**src/cmd_arbiter_map.svh**
```systemverilog
// Register offsets, field positions, reset values and timing counts of the command arbiter.
`ifndef CMD_ARBITER_MAP_SVH
`define CMD_ARBITER_MAP_SVH
`define REG_CTRL 12'h000
`define REG_STATUS 12'h004
`define REG_IRQ_STAT 12'h008
`define REG_IRQ_MASK 12'h00C
`define REG_ANALOG 12'h010
`define REG_CURRENT 12'h014
`define REG_DCEQ 12'h018
// Control word fields.
`define CTRL_PRIO2_LSB 0
`define CTRL_PRIO3_LSB 2
`define CTRL_ENC_EN 4
`define CTRL_P1_EN 5
`define CTRL_P2_EN 6
`define CTRL_SAFE_EN 7
`define CTRL_OPEN_DRAIN_OUTPUT_ONE 8
`define CTRL_BRAKE 9
`define CTRL_FAULT 10
`define CTRL_SINUS 11
`define CTRL_CAN_EN 12
`define CTRL_RESET 32'h0000_00EA
// Analog limits in millivolts and the centre window; 4750 mV needs thirteen bits.
`define ANA_LOW_MV 13'd250
`define ANA_HIGH_MV 13'd4750
`define ANA_CENTRE_MV 13'd2500
`define ANA_CENTRE_TOL_MV 13'd100
// Scale factors in Q2.14: 1.414 and 1.225.
`define K_SINUS 16'h5A7F
`define K_TRAP 16'h4E66
// Status LED period and clock.
`define CLK_HZ 200000000
`define LED_PERIOD_MS 2000
`endif

```
**src/cmd_arbiter_pkg.sv**
```systemverilog
// Types shared by the command arbiter.
`default_nettype none
package cmd_arbiter_pkg;
    typedef enum logic [1:0] {
        SRC_NONE = 2'b00,
        SRC_SERIAL = 2'b01,
        SRC_PULSE = 2'b10,
        SRC_ANALOG = 2'b11
    } src_e;
    typedef struct packed {
        logic [31:0] ctrl;
        logic [3:0] irq_stat;
        logic [3:0] irq_mask;
        logic [12:0] analog_mv;
        logic [15:0] current;
        logic [15:0] dceq;
        src_e active;
        logic inhibit;
        logic [31:0] prdata;
        logic [27:0] led_cnt;
        logic [3:0] led_phase;
        logic [1:0] s_sync1;
        logic [1:0] s_sync2;
    } state_s;
endpackage
`default_nettype wire

```
**src/command_arbiter_status_indicators.sv**
```systemverilog
// Command source arbiter with analog safety, shared pin control, outputs and LEDs.
//
// Notes on behaviour
// - Pick serial first, then the sources in priority slots two and three, else no command source.
// - Analog off at reset; enabled only in priority slot two or three.
// - Safety checks inhibit start unless centred and within 0.25V to 4.75V.
// - Power LED on; status LED flashes at two second period, pattern by fault.
// - Comm LED: off, on, mostly on, mostly off by USB and CAN.
// - Encoder off by default; usable only with both pulse inputs off.
// - Digital outputs are open drain: pull low when on, float when off.
// - Brake output driven identically on both connector pins.
// - Drive differential SSI clock; encoder returns differential data.
// - DC equivalent is RMS current times 1.414 sinusoidal or 1.225 trapezoidal.
//
// Chosen here: the APB register port and the register offsets.
`timescale 1ns/1ps
`default_nettype none
`include "cmd_arbiter_map.svh"
module command_arbiter_status_indicators
    import cmd_arbiter_pkg::*;
#(
    parameter int unsigned LED_PERIOD_CYC = (`CLK_HZ / 1000) * `LED_PERIOD_MS
) (
    // Clock and reset.
    input wire logic core_clk_in,
    input wire logic rst_n_in,
    // APB slave.
    input wire logic psel_in,
    input wire logic penable_in,
    input wire logic pwrite_in,
    input wire logic [11:0] paddr_in,
    input wire logic [31:0] pwdata_in,
    output logic [31:0] prdata_out,
    output logic pready_out,
    output logic pslverr_out,
    output logic irq_out,
    // Command validity from the decoders.
    input wire logic serial_valid_in,
    input wire logic pulse_valid_in,
    input wire logic analog_valid_in,
    // Link state pins.
    input wire logic usb_active_in,
    input wire logic can_active_in,
    // Selected source and gating.
    output logic [1:0] active_source_out,
    output logic start_inhibit_out,
    output logic encoder_enable_out,
    output logic pulse_input_one_enable_out,
    output logic pulse_input_two_enable_out,
    // Open-drain outputs, low when driven.
    output logic open_drain_output_one_out,
    output logic open_drain_output_one_oe_out,
    output logic brake_release_output_out,
    output logic brake_release_output_oe_out,
    output logic brake_sensor_pin_out,
    output logic brake_sensor_pin_oe_out,
    // SSI encoder pins.
    input wire logic ssi_clk_in,
    input wire logic ssi_data_p_in,
    input wire logic ssi_data_n_in,
    output logic ssi_clk_p_out,
    output logic ssi_clk_n_out,
    output logic ssi_data_out,
    // Indicators.
    output logic power_led_out,
    output logic status_led_green_out,
    output logic status_led_red_out,
    output logic comm_led_out
);
    localparam int unsigned SLOT_CYC = LED_PERIOD_CYC / 16;

    state_s q, d;

    function automatic logic [15:0] scale(input logic [15:0] i, input logic [15:0] k);
        logic [31:0] p;
        p = i * k;
        return p[29:14];
    endfunction

    function automatic logic is_analog(input logic [1:0] slot);
        return slot == SRC_ANALOG;
    endfunction

    logic wr, rd, ana_ok, ana_en, enc_ok;
    logic [1:0] slot2, slot3;
    logic [3:0] events;
    logic [31:0] ctrl_w;

    always_comb begin
        d = q;
        ctrl_w = q.ctrl;
        wr = psel_in && penable_in && pwrite_in;
        rd = psel_in && !penable_in && !pwrite_in;
        slot2 = q.ctrl[`CTRL_PRIO2_LSB +: 2];
        slot3 = q.ctrl[`CTRL_PRIO3_LSB +: 2];
        // Slot one is always serial; analog may only sit in slot two or three.
        ana_en = is_analog(slot2) || is_analog(slot3);
        // Safety window checked against the latest sampled voltage.
        ana_ok = !q.ctrl[`CTRL_SAFE_EN] ||
            (q.analog_mv >= `ANA_LOW_MV && q.analog_mv <= `ANA_HIGH_MV &&
             q.analog_mv >= `ANA_CENTRE_MV - `ANA_CENTRE_TOL_MV &&
             q.analog_mv <= `ANA_CENTRE_MV + `ANA_CENTRE_TOL_MV);
        // Arbitration runs every cycle so a lost source falls back at once.
        d.active = SRC_NONE;
        if (serial_valid_in) begin
            d.active = SRC_SERIAL;
        end else if (slot2 == SRC_PULSE && pulse_valid_in) begin
            d.active = SRC_PULSE;
        end else if (is_analog(slot2) && analog_valid_in) begin
            d.active = SRC_ANALOG;
        end else if (slot3 == SRC_PULSE && pulse_valid_in) begin
            d.active = SRC_PULSE;
        end else if (is_analog(slot3) && analog_valid_in) begin
            d.active = SRC_ANALOG;
        end
        d.inhibit = ana_en && d.active == SRC_ANALOG && !ana_ok;
        d.dceq = q.ctrl[`CTRL_SINUS] ? scale(q.current, `K_SINUS)
                                    : scale(q.current, `K_TRAP);
        d.s_sync1 = {usb_active_in, can_active_in};
        d.s_sync2 = q.s_sync1;
        // Events: source change, inhibit rise, fault, encoder request refused.
        enc_ok = q.ctrl[`CTRL_ENC_EN] && !q.ctrl[`CTRL_P1_EN] && !q.ctrl[`CTRL_P2_EN];
        events = {q.ctrl[`CTRL_ENC_EN] && !enc_ok, q.ctrl[`CTRL_FAULT],
                  d.inhibit && !q.inhibit, d.active != q.active};
        // Write one clears, but a new event in the same cycle wins.
        if (wr && paddr_in == `REG_IRQ_STAT) begin
            d.irq_stat = q.irq_stat & ~pwdata_in[3:0];
        end
        d.irq_stat = d.irq_stat | events;
        if (wr) begin
            unique case (paddr_in)
                `REG_CTRL: begin
                    ctrl_w = pwdata_in;
                    // Serial in slot two is forced back to pulse; serial in slot three is cleared to none.
                    if (ctrl_w[`CTRL_PRIO2_LSB +: 2] == SRC_SERIAL) begin
                        ctrl_w[`CTRL_PRIO2_LSB +: 2] = SRC_PULSE;
                    end
                    if (ctrl_w[`CTRL_PRIO3_LSB +: 2] == SRC_SERIAL) begin
                        ctrl_w[`CTRL_PRIO3_LSB +: 2] = SRC_NONE;
                    end
                    d.ctrl = ctrl_w;
                end
                `REG_IRQ_MASK: d.irq_mask = pwdata_in[3:0];
                `REG_ANALOG: d.analog_mv = pwdata_in[12:0];
                `REG_CURRENT: d.current = pwdata_in[15:0];
                default: ctrl_w = q.ctrl;
            endcase
        end else begin
            ctrl_w = q.ctrl;
        end
        if (rd) begin
            unique case (paddr_in)
                `REG_CTRL: d.prdata = q.ctrl;
                `REG_STATUS: d.prdata = {26'h000_0000, q.s_sync2, q.inhibit, enc_ok, q.active};
                `REG_IRQ_STAT: d.prdata = {28'h000_0000, q.irq_stat};
                `REG_IRQ_MASK: d.prdata = {28'h000_0000, q.irq_mask};
                `REG_ANALOG: d.prdata = {19'h0_0000, q.analog_mv};
                `REG_CURRENT: d.prdata = {16'h0000, q.current};
                `REG_DCEQ: d.prdata = {16'h0000, q.dceq};
                default: d.prdata = 32'h0000_0000;
            endcase
        end
        // Two second frame split into sixteen slots for the flash patterns.
        if (q.led_cnt >= 28'(SLOT_CYC - 1)) begin
            d.led_cnt = 28'h000_0000;
            d.led_phase = q.led_phase + 4'h1;
        end else begin
            d.led_cnt = q.led_cnt + 28'h000_0001;
        end
    end

    always_ff @(posedge core_clk_in or negedge rst_n_in) begin
        if (!rst_n_in) begin
            q <= '0;
            q.ctrl <= `CTRL_RESET;
            q.active <= SRC_NONE;
        end else begin
            q <= d;
        end
    end

    // Any unmapped address still completes, returning zero with no error.
    assign prdata_out = q.prdata;
    assign pready_out = 1'b1;
    assign pslverr_out = 1'b0;
    assign irq_out = |(q.irq_stat & q.irq_mask);

    assign active_source_out = q.active;
    assign start_inhibit_out = q.inhibit;
    // Shared pins: the encoder wins only when both pulse inputs are off.
    assign encoder_enable_out = enc_ok;
    assign pulse_input_one_enable_out = q.ctrl[`CTRL_P1_EN];
    assign pulse_input_two_enable_out = q.ctrl[`CTRL_P2_EN];

    // Pins are only ever pulled low; the load returns them high.
    assign open_drain_output_one_out = 1'b0;
    assign open_drain_output_one_oe_out = q.ctrl[`CTRL_OPEN_DRAIN_OUTPUT_ONE];
    assign brake_release_output_out = 1'b0;
    assign brake_release_output_oe_out = q.ctrl[`CTRL_BRAKE];
    assign brake_sensor_pin_out = 1'b0;
    assign brake_sensor_pin_oe_out = q.ctrl[`CTRL_BRAKE];

    // The SSI clock is generated elsewhere; this block only drives the pair.
    assign ssi_clk_p_out = ssi_clk_in;
    assign ssi_clk_n_out = !ssi_clk_in;
    assign ssi_data_out = ssi_data_p_in && !ssi_data_n_in;

    assign power_led_out = 1'b1;
    // Normal is a short green blip; fault is a long red flash.
    assign status_led_green_out = !q.ctrl[`CTRL_FAULT] && q.led_phase == 4'h0;
    assign status_led_red_out = q.ctrl[`CTRL_FAULT] && q.led_phase < 4'h8;
    // Comm LED takes the synchronised link flags.
    assign comm_led_out = q.s_sync2 == 2'b10 ? 1'b1 :
                          q.s_sync2 == 2'b01 ? q.led_phase[3:2] != 2'b11 :
                          q.s_sync2 == 2'b11 ? q.led_phase[3:2] == 2'b11 : 1'b0;
endmodule
`default_nettype wire

```
**config.mk**
```make
export PLATFORM = sky130hd
export DESIGN_NAME = command_arbiter_status_indicators
export DESIGN_NICKNAME = d
export VERILOG_FILES = /design/src/cmd_arbiter_pkg.sv /design/src/command_arbiter_status_indicators.sv
export VERILOG_INCLUDE_DIRS = /design/src
export SDC_FILE = /design/constraint.sdc
export NUM_CORES = 1
export LEC_CHECK = 0
export ABC_AREA = 1
export BUFFER_PORTS_ARGS = -buffer_cell sky130_fd_sc_hd__buf_4
export CORE_MARGIN = 2
export CORE_UTILIZATION = 50
export DETAILED_ROUTE_END_ITERATION = 7
export PLACE_DENSITY_LB_ADDON = 0.05
export SLEW_MARGIN = 25
export SYNTH_ARGS = -nofsm -noshare
export SYNTH_HDL_FRONTEND = slang
export SYNTH_SLANG_ARGS = --single-unit
```
**constraint.sdc**
```tcl
create_clock -name core_clk_in -period 7.09 [get_ports core_clk_in]
set_input_delay 0.3545 -clock core_clk_in [delete_from_list [all_inputs] [get_ports core_clk_in]]
set_output_delay 0.3545 -clock core_clk_in [all_outputs]
set_load 0.02 [all_outputs]
```
; ---- After elaboration in Yosys (flattened, before gate mapping)
; Cells that the tools add are included.
[op_classes]
add_sub_neg = 2
n_mul = 2
magnitude_cmp = 6
eq_ne = 19
mux = 14
bitwise = 4
n_reduce_logical = 41
[ops]
columns = op, n
row1 = $pmux W32 S7, 1
row2 = $eq A12 B5 Y1 const B, 3
row3 = $mul A16 B15 Y30 const B, 1
row4 = $mul A16 B14 Y29 const B, 1
row5 = $add A28 B1 Y28 const B, 1
row6 = $ge A28 B25 Y1 const B, 1
row7 = $mux W28, 1
row8 = $eq A12 B4 Y1 const B, 2
row9 = $logic_and A1 B1 Y1, 21
row10 = $eq A2 B2 Y1 const B, 8
row11 = $mux W16, 1
row12 = $mux W2, 7
row13 = $ge A13 B12 Y1 const B, 1
row14 = $ge A13 B8 Y1 const B, 1
row15 = $le A13 B12 Y1 const B, 1
row16 = $le A13 B13 Y1 const B, 1
row17 = $eq A12 B3 Y1 const B, 1
row18 = $logic_not A12 Y1, 1
row19 = $logic_not A1 Y1, 11
row20 = $and A4 B4 Y4, 2
row21 = $reduce_and A2 Y1, 4
row22 = $eq A2 B1 Y1 const B, 3
row23 = $add A4 B1 Y4 const B, 1
row24 = $logic_not A4 Y1, 1
row25 = 9 further kinds, 12
[totals]
register_bits = 156
input_bits = 57
out_inout_bits = 54

; ---- Longest topological paths before layout
; Gate-level depths: netlist (run 1).
[logic_depth]
word_depth = 12
ltp_mapped = 24
ltp_nobuf = 24

; ---- Worst setup path before layout (run 1)
; Ideal clock, no wire load.
[synth_path]
kind = register to register
from = register q[100] (netlist bit)
to = register q[80] (netlist bit)
setup_ps = 118
arrival_ps = 4988
t_required_ps = 6972
path_slack_ps = 1984
path_stages_with_launch = 22
path_buffers = 0
period_less_slack_ps = 5106
path_cell_list = dfrtp_1 inv_1 fa_1 inv_1 fa_1 fa_1 fa_1 fa_1 inv_1 fa_1 inv_1 ha_1 nand2_1 nor2_1 and2_1 nand2_1 nand2_1 nand2_1 nand2_1 nand2_1 nand3_1 nand2_1
[synth_lines]
columns = element, line_no
row1 = start: declaration, command_arbiter_status_indicators.sv:72  ; state_s q, d;

==> flow_summary.json, run 1 <==
{
  "drt_pass1_iterations": 8,
  "ctsResizeCount": 0,
  "place_inst": 2812,
  "cts_sinks": 156,
  "cts_tree": "done",
  "first_global_vias": 14300,
  "worst_skew_pair.late_latency_ns": 0.45,
  "die-area_sq_um": 36700,
  "slew_headroom_pct": 36.4,
  "detail_route.vias_per_cell": 4.98,
  "dr.first_iter.drc_count": 956,
  "drtAntennaViolNets": 0,
  "synth_flop_cell": "dfrtp_1",
  "synth.top_cell.area_share_pct": 21.5,
  "syn_avg_cell_area_sq_um": 7.64,
  "yosys.area.top_type": "dfrtp_1",
  "fmax_ghz": 0.170,
  "holdBufCountCts": 3,
  "yosys-top-cells-count": "nand2_1, inv_1, ha_1, fa_1, dfrtp_1",
  "startpoint_type": "flip-flop",
  "status": "finished, final reports clean",
  "avgRoutedWirePerCell_um": 17.3,
  "p_leak_nw": 11.7,
  "synth.area.top_cells": "dfrtp_1, fa_1, ha_1, nand2_1, inv_1",
  "clock-root-buffer": "clkbuf_16",
  "htreeDepth": 4,
  "grt_util_all_layers_pct": 28.6,
  "finalMaxSlewViolations": 0,
  "syn-cell-area_sq_um": 17600,
  "drive_gt1_share_pct": 8.24,
  "start_util_pct": 50.8,
  "path_clk_slew_ns": 0.08,
  "grt_start_max_net_pins": 69,
  "async_flop_share_pct": 100,
  "synth_cell_type_count": 49,
  "powerDensity_nw_per_um2": 107,
  "fp.dieW_um": 192,
  "worstMarginPinSlew_ns": 0.955,
  "antenna_found_initial": 0,
  "cp_max_fo": 11,
  "cts_setup_buffers": 0,
  "wl_um": 49100,
  "synth_edf_count": 0,
  "overflow": 0,
  "syn_inst": 2302,
  "ys_ff_latch": 156,
  "required_ns": 7.40,
  "clk_path_buf_depth": 2,
  "portBuffers": 104,
  "hp-class": "in2reg",
  "gp_congestion": 0.949,
  "path_class": "reg2reg",
  "hold_viol": 0,
  "rsz0062_at_grt": "no",
  "numCtsBuffers": 17,
  "end_kind": "flip-flop",
  "yosysSeqAreaShare_pct": 22.2,
  "setup_tns_ns": 0,
  "p_total_mw": 2.05,
  "rows": 68,
  "area_delta_synth_final_pct": 9.31,
  "grt_pass1_wl_um": 79200,
  "io_pins": 111,
  "timing.final.crit_period_ns": 5.87,
  "timing.final.setup_violations": 0,
  "num_vias": 14200,
  "holdWs_ns": 0.119,
  "yosys_warnings": 0,
  "hpwl_um": 41000,
  "post-route-drc-count": 0,
  "synth.most_common_cell": "nand2_1",
  "skew_ns": 0.0132,
  "core-area_sq_um": 34600,
  "fin_cells": 2847,
  "cap_violations": 0,
  "fin_nets": 2815,
  "ir_drop_mv": 0.156,
  "final_util_pct": 55.5,
  "antenna_cells": 0,
  "dieHeight_um": 192,
  "fin_crit_sh_pct": 82.8,
  "crit_arrival_ns": 6.18
}
==> report_power, final <==
part | internal, mW | total [mW] | switching, mW
logic | 0.0578 | 0.153 | 0.0956
clock network | 0.511 | 0.978 | 0.467
registers | 0.904 | 0.923 | 0.0188
==> metrics by stage <==
stage / instance area, sq um / setup WS [ns]
floorplan: 17600 / 1.98
global placement: 18600 / 1.17
detailed placement: 18600 / 1.15
CTS: 19200 / 1.15
global route: 19200 / 0.888
finish: 19200 / 1.22
==> logic make-up after synthesis <==
family                     synth area share [%]
AOI/OAI and AO/OA                          5.23
xor gates and xnor gates                   1.39
adders and majority gates                  33.7
buffers and inverters                      14.4
DFF                                        22.2
other                                    0.0427
and+or+nand+nor                            23.1
==> registers in the layout, summed over array words and instances (netlist names) <==
| signal | cells |
|---|---|
| active_source_out | 2 |
| open_drain_output_one_oe_out | 1 |
| pulse_input_one_enable_out | 1 |
| q | 114 |
| events | 1 |
| d | 2 |
| pulse_input_two_enable_out | 1 |
| prdata_out | 32 |
| start_inhibit_out | 1 |
| brake_release_output_oe_out | 1 |
==> placed cells by master, fill, tap and decap left out, types with 38 or more instances in the layout <==
cell,netlist,final
nand2_1,642,642
inv_1,536,536
ha_1,221,221
fa_1,158,158
dfrtp_1,151,151
nor2_1,143,143
buf_4,46,116
nand3_1,100,100
o21ai_0,52,52
a21oi_1,38,38
==> routing by layer <==
metal | global-route usage [%] | share of wire, %
met1 | 39.4 | 46
met4 | 7.16 | 2.2
met5 | 0 | 0
met3 | 6.71 | 6.5
met2 | 45.3 | 45
==> final cells by class <==
type / instances / area (sq um)
Fill cell: 3292 / 15400
Multi-Input combinational cell: 1542 / 11200
Sequential cell: 156 / 3910
Inverter: 542 / 2040
Timing Repair Buffer: 120 / 912
Tap cell: 455 / 569
Clock buffer: 17 / 425
Clock inverter: 15 / 193
==> worst max-delay path, cell delays in order (launching register included) <==
cell and delay [ns]:
dfrtp_1 0.36, buf_4 0.20, inv_1 0.37, fa_1 0.55, inv_1 0.13, fa_1 0.42, fa_1 0.54, fa_1 0.44
fa_1 0.60, inv_1 0.07, fa_1 0.49, inv_1 0.04, ha_1 0.40, nand2_1 0.10, nor2_1 0.26, and2_1 0.17
nand2_1 0.05, nand2_1 0.12, a21oi_1 0.07, o21ai_0 0.17, o21ai_0 0.18
==> final timing paths <==
kind	depth (start not counted)	slack, ns	from	to
setup / recovery	20	1.22	q[101]	q[72]
min in group asynchronous	2	0.49	rst_n_in	q[145]
hold / removal	3	0.12	pwdata_in[24]	q[148]
setup reg to reg	20	1.22	q[101]	q[72]
max in group asynchronous	3	5.44	rst_n_in	q[78]
hold reg to reg	0	0.38	d[1]	q[1]
Note: power is estimated with default switching activity, not from simulation.
==> inputs of run 2 (changes only) <==
- clock period: 7.09 -> 5.6 ns (I/O delays scaled with it)
==> flow_summary.json, run 2 (synthesis results as in run 1) <==
{
  "clk_path_buf_depth": 2,
  "holdPathStages": 3,
  "clock-root-buffer": "clkbuf_16",
  "r2r_end": "q[74]",
  "max_stage_delay_ns": 0.63,
  "fillers": 3375,
  "status": "finished, final reports clean",
  "cts_tree": "done",
  "hpwl_um": 41900,
  "place_inst": 2835,
  "cts_sinks": 156,
  "rsz0062_at_grt": "no",
  "fmax_ghz": 0.187,
  "critPathSlowestCell": "fa_2",
  "timing.final.setup_violations": 0,
  "fin_ws_ns": 0.252,
  "regMostFlops": "q",
  "final_cell_mix": "nand2_1, inv_1, ha_1",
  "finalMaxSlewViolations": 0,
  "hp-class": "in2reg",
  "hold_path_startpoint": "pwdata_in[29]",
  "post-route-drc-count": 0,
  "path_depth": 21,
  "first_global_vias": 14600,
  "area_delta_synth_final_pct": 10.1,
  "cp_max_fo": 3,
  "ff2ff_setup_slack_ns": 0.25,
  "worstMarginPinSlew_ns": 0.872,
  "end_kind": "flip-flop",
  "worst_skew_pair.late_latency_ns": 0.46,
  "gp_congestion": 0.958,
  "ff2ff_path_depth": 21,
  "die-area_sq_um": 36700,
  "crit_buf_inv": 6,
  "fp.dieW_um": 192,
  "detail_route.vias_per_cell": 5.04,
  "holdWs_ns": 0.0387,
  "dieHeight_um": 192,
  "holdPathEnd": "q[153]",
  "portBuffers": 104,
  "layout_commonest_cell": "nand2_1",
  "ir_drop_mv": 0.214,
  "fin_nets": 2838,
  "startpoint_type": "flip-flop",
  "overflow": 0,
  "fin_cells": 2870,
  "drtAntennaViolNets": 0,
  "avgRoutedWirePerCell_um": 17.5,
  "fin_crit_sh_pct": 95.5,
  "num_vias": 14500,
  "antenna_found_initial": 0,
  "postLayoutCellArea_sq_um": 19400,
  "rows": 68,
  "critical_path.top_delay_family": "adder cells",
  "p_total_mw": 2.52,
  "htreeDepth": 4,
  "grt_util_all_layers_pct": 29.0,
  "antenna_cells": 0,
  "path_class": "reg2reg",
  "io_pins": 111,
  "placed_area_sq_um": 18800,
  "numCtsBuffers": 17,
  "setup_tns_ns": 0,
  "powerDensity_nw_per_um2": 130,
  "drive_gt1_share_pct": 9.52,
  "path_clk_slew_ns": 0.08,
  "skew_ns": 0.0170,
  "grt_start_max_net_pins": 68,
  "wl_um": 50200,
  "required_ns": 6.01,
  "core-area_sq_um": 34600,
  "largest_register_ffs": 114,
  "grt_pass1_wl_um": 80600,
  "hold_viol": 0,
  "timing.final.crit_period_ns": 5.35,
  "timing.rr.start": "q[98]",
  "start_util_pct": 50.8,
  "p_leak_nw": 11.7,
  "crit_chain": "inv_1 > fa_2 > inv_1 > fa_1 > fa_1 > fa_1 > fa_1 > inv_1 > fa_1 > inv_1 > ha_1 > nand2_1 > inv_1 > nand2_1 > inv_1 > nand2_1 > nand2_1 > a21oi_1 > xnor2_1 > nand2_1 > nand2_1",
  "crit_arrival_ns": 5.76,
  "dr.first_iter.drc_count": 1033,
  "cts_setup_buffers": 0,
  "slew_headroom_pct": 41.7,
  "drt_pass1_iterations": 7,
  "cap_violations": 0,
  "post-place-ws_ns": 0.0767,
  "final_util_pct": 55.9
}
## run 2: cell types whose count changed in the layout (fill, tap and decap cells not counted), moves of 4 or more
cell      change
buf_4        +22
clkinv_8      -4
dfrtp_1       -5
dfrtp_2       +5
## run 2: where the power goes
group	total, mW	internal (mW)	switching (mW)
logic	0.195	0.0738	0.121
registers	1.17	1.14	0.0226
clock network	1.16	0.587	0.576
## run 2: tightest hold or removal path, cell delays in order
cell and delay, ns:
buf_4 0.08, nand2_1 0.04, o21ai_0 0.06
## run 2: cell type report
cell class	instances	area, sq um	area share, %
multi-input combinational	1542	11200	57.8
sequential	156	3920	20.2
inverter	542	2040	10.5
timing repair buffer	143	1090	5.62
tap	455	569	2.94
clock buffer	18	429	2.22
clock inverter	14	126	0.653
## run 2: timing repair
| item | CTS | global route |
|---|---|---|
| hold buffers | 3 | 0 |
| gates resized for setup | 0 | 12 |
| endpoints found under the hold margin | 52 | 0 |
| setup endpoints to repair | 0 | 10 |
## run 2: routing by layer
| layer | wire, um | track usage, % | vias up |
|---|---|---|---|
| met5 | 0 | 0 | - |
| met4 | 990 | 7.72 | 0 |
| met3 | 2940 | 4.17 | 46 |
| met2 | 23500 | 47.8 | 385 |
| met1 | 22700 | 40.2 | 6891 |
| li1 | - | - | 7134 |
## run 2: how the worst max path moves through the flow
stage,start,to,slack (ns)
finish,q[98],q[74],0.25
floorplan,q[100],q[80],0.49
CTS,q[98],q[72],0.05
detailed placement,q[98],q[72],0.08
global route,q[98],q[80],0.02
global placement,q[98],q[72],0.07
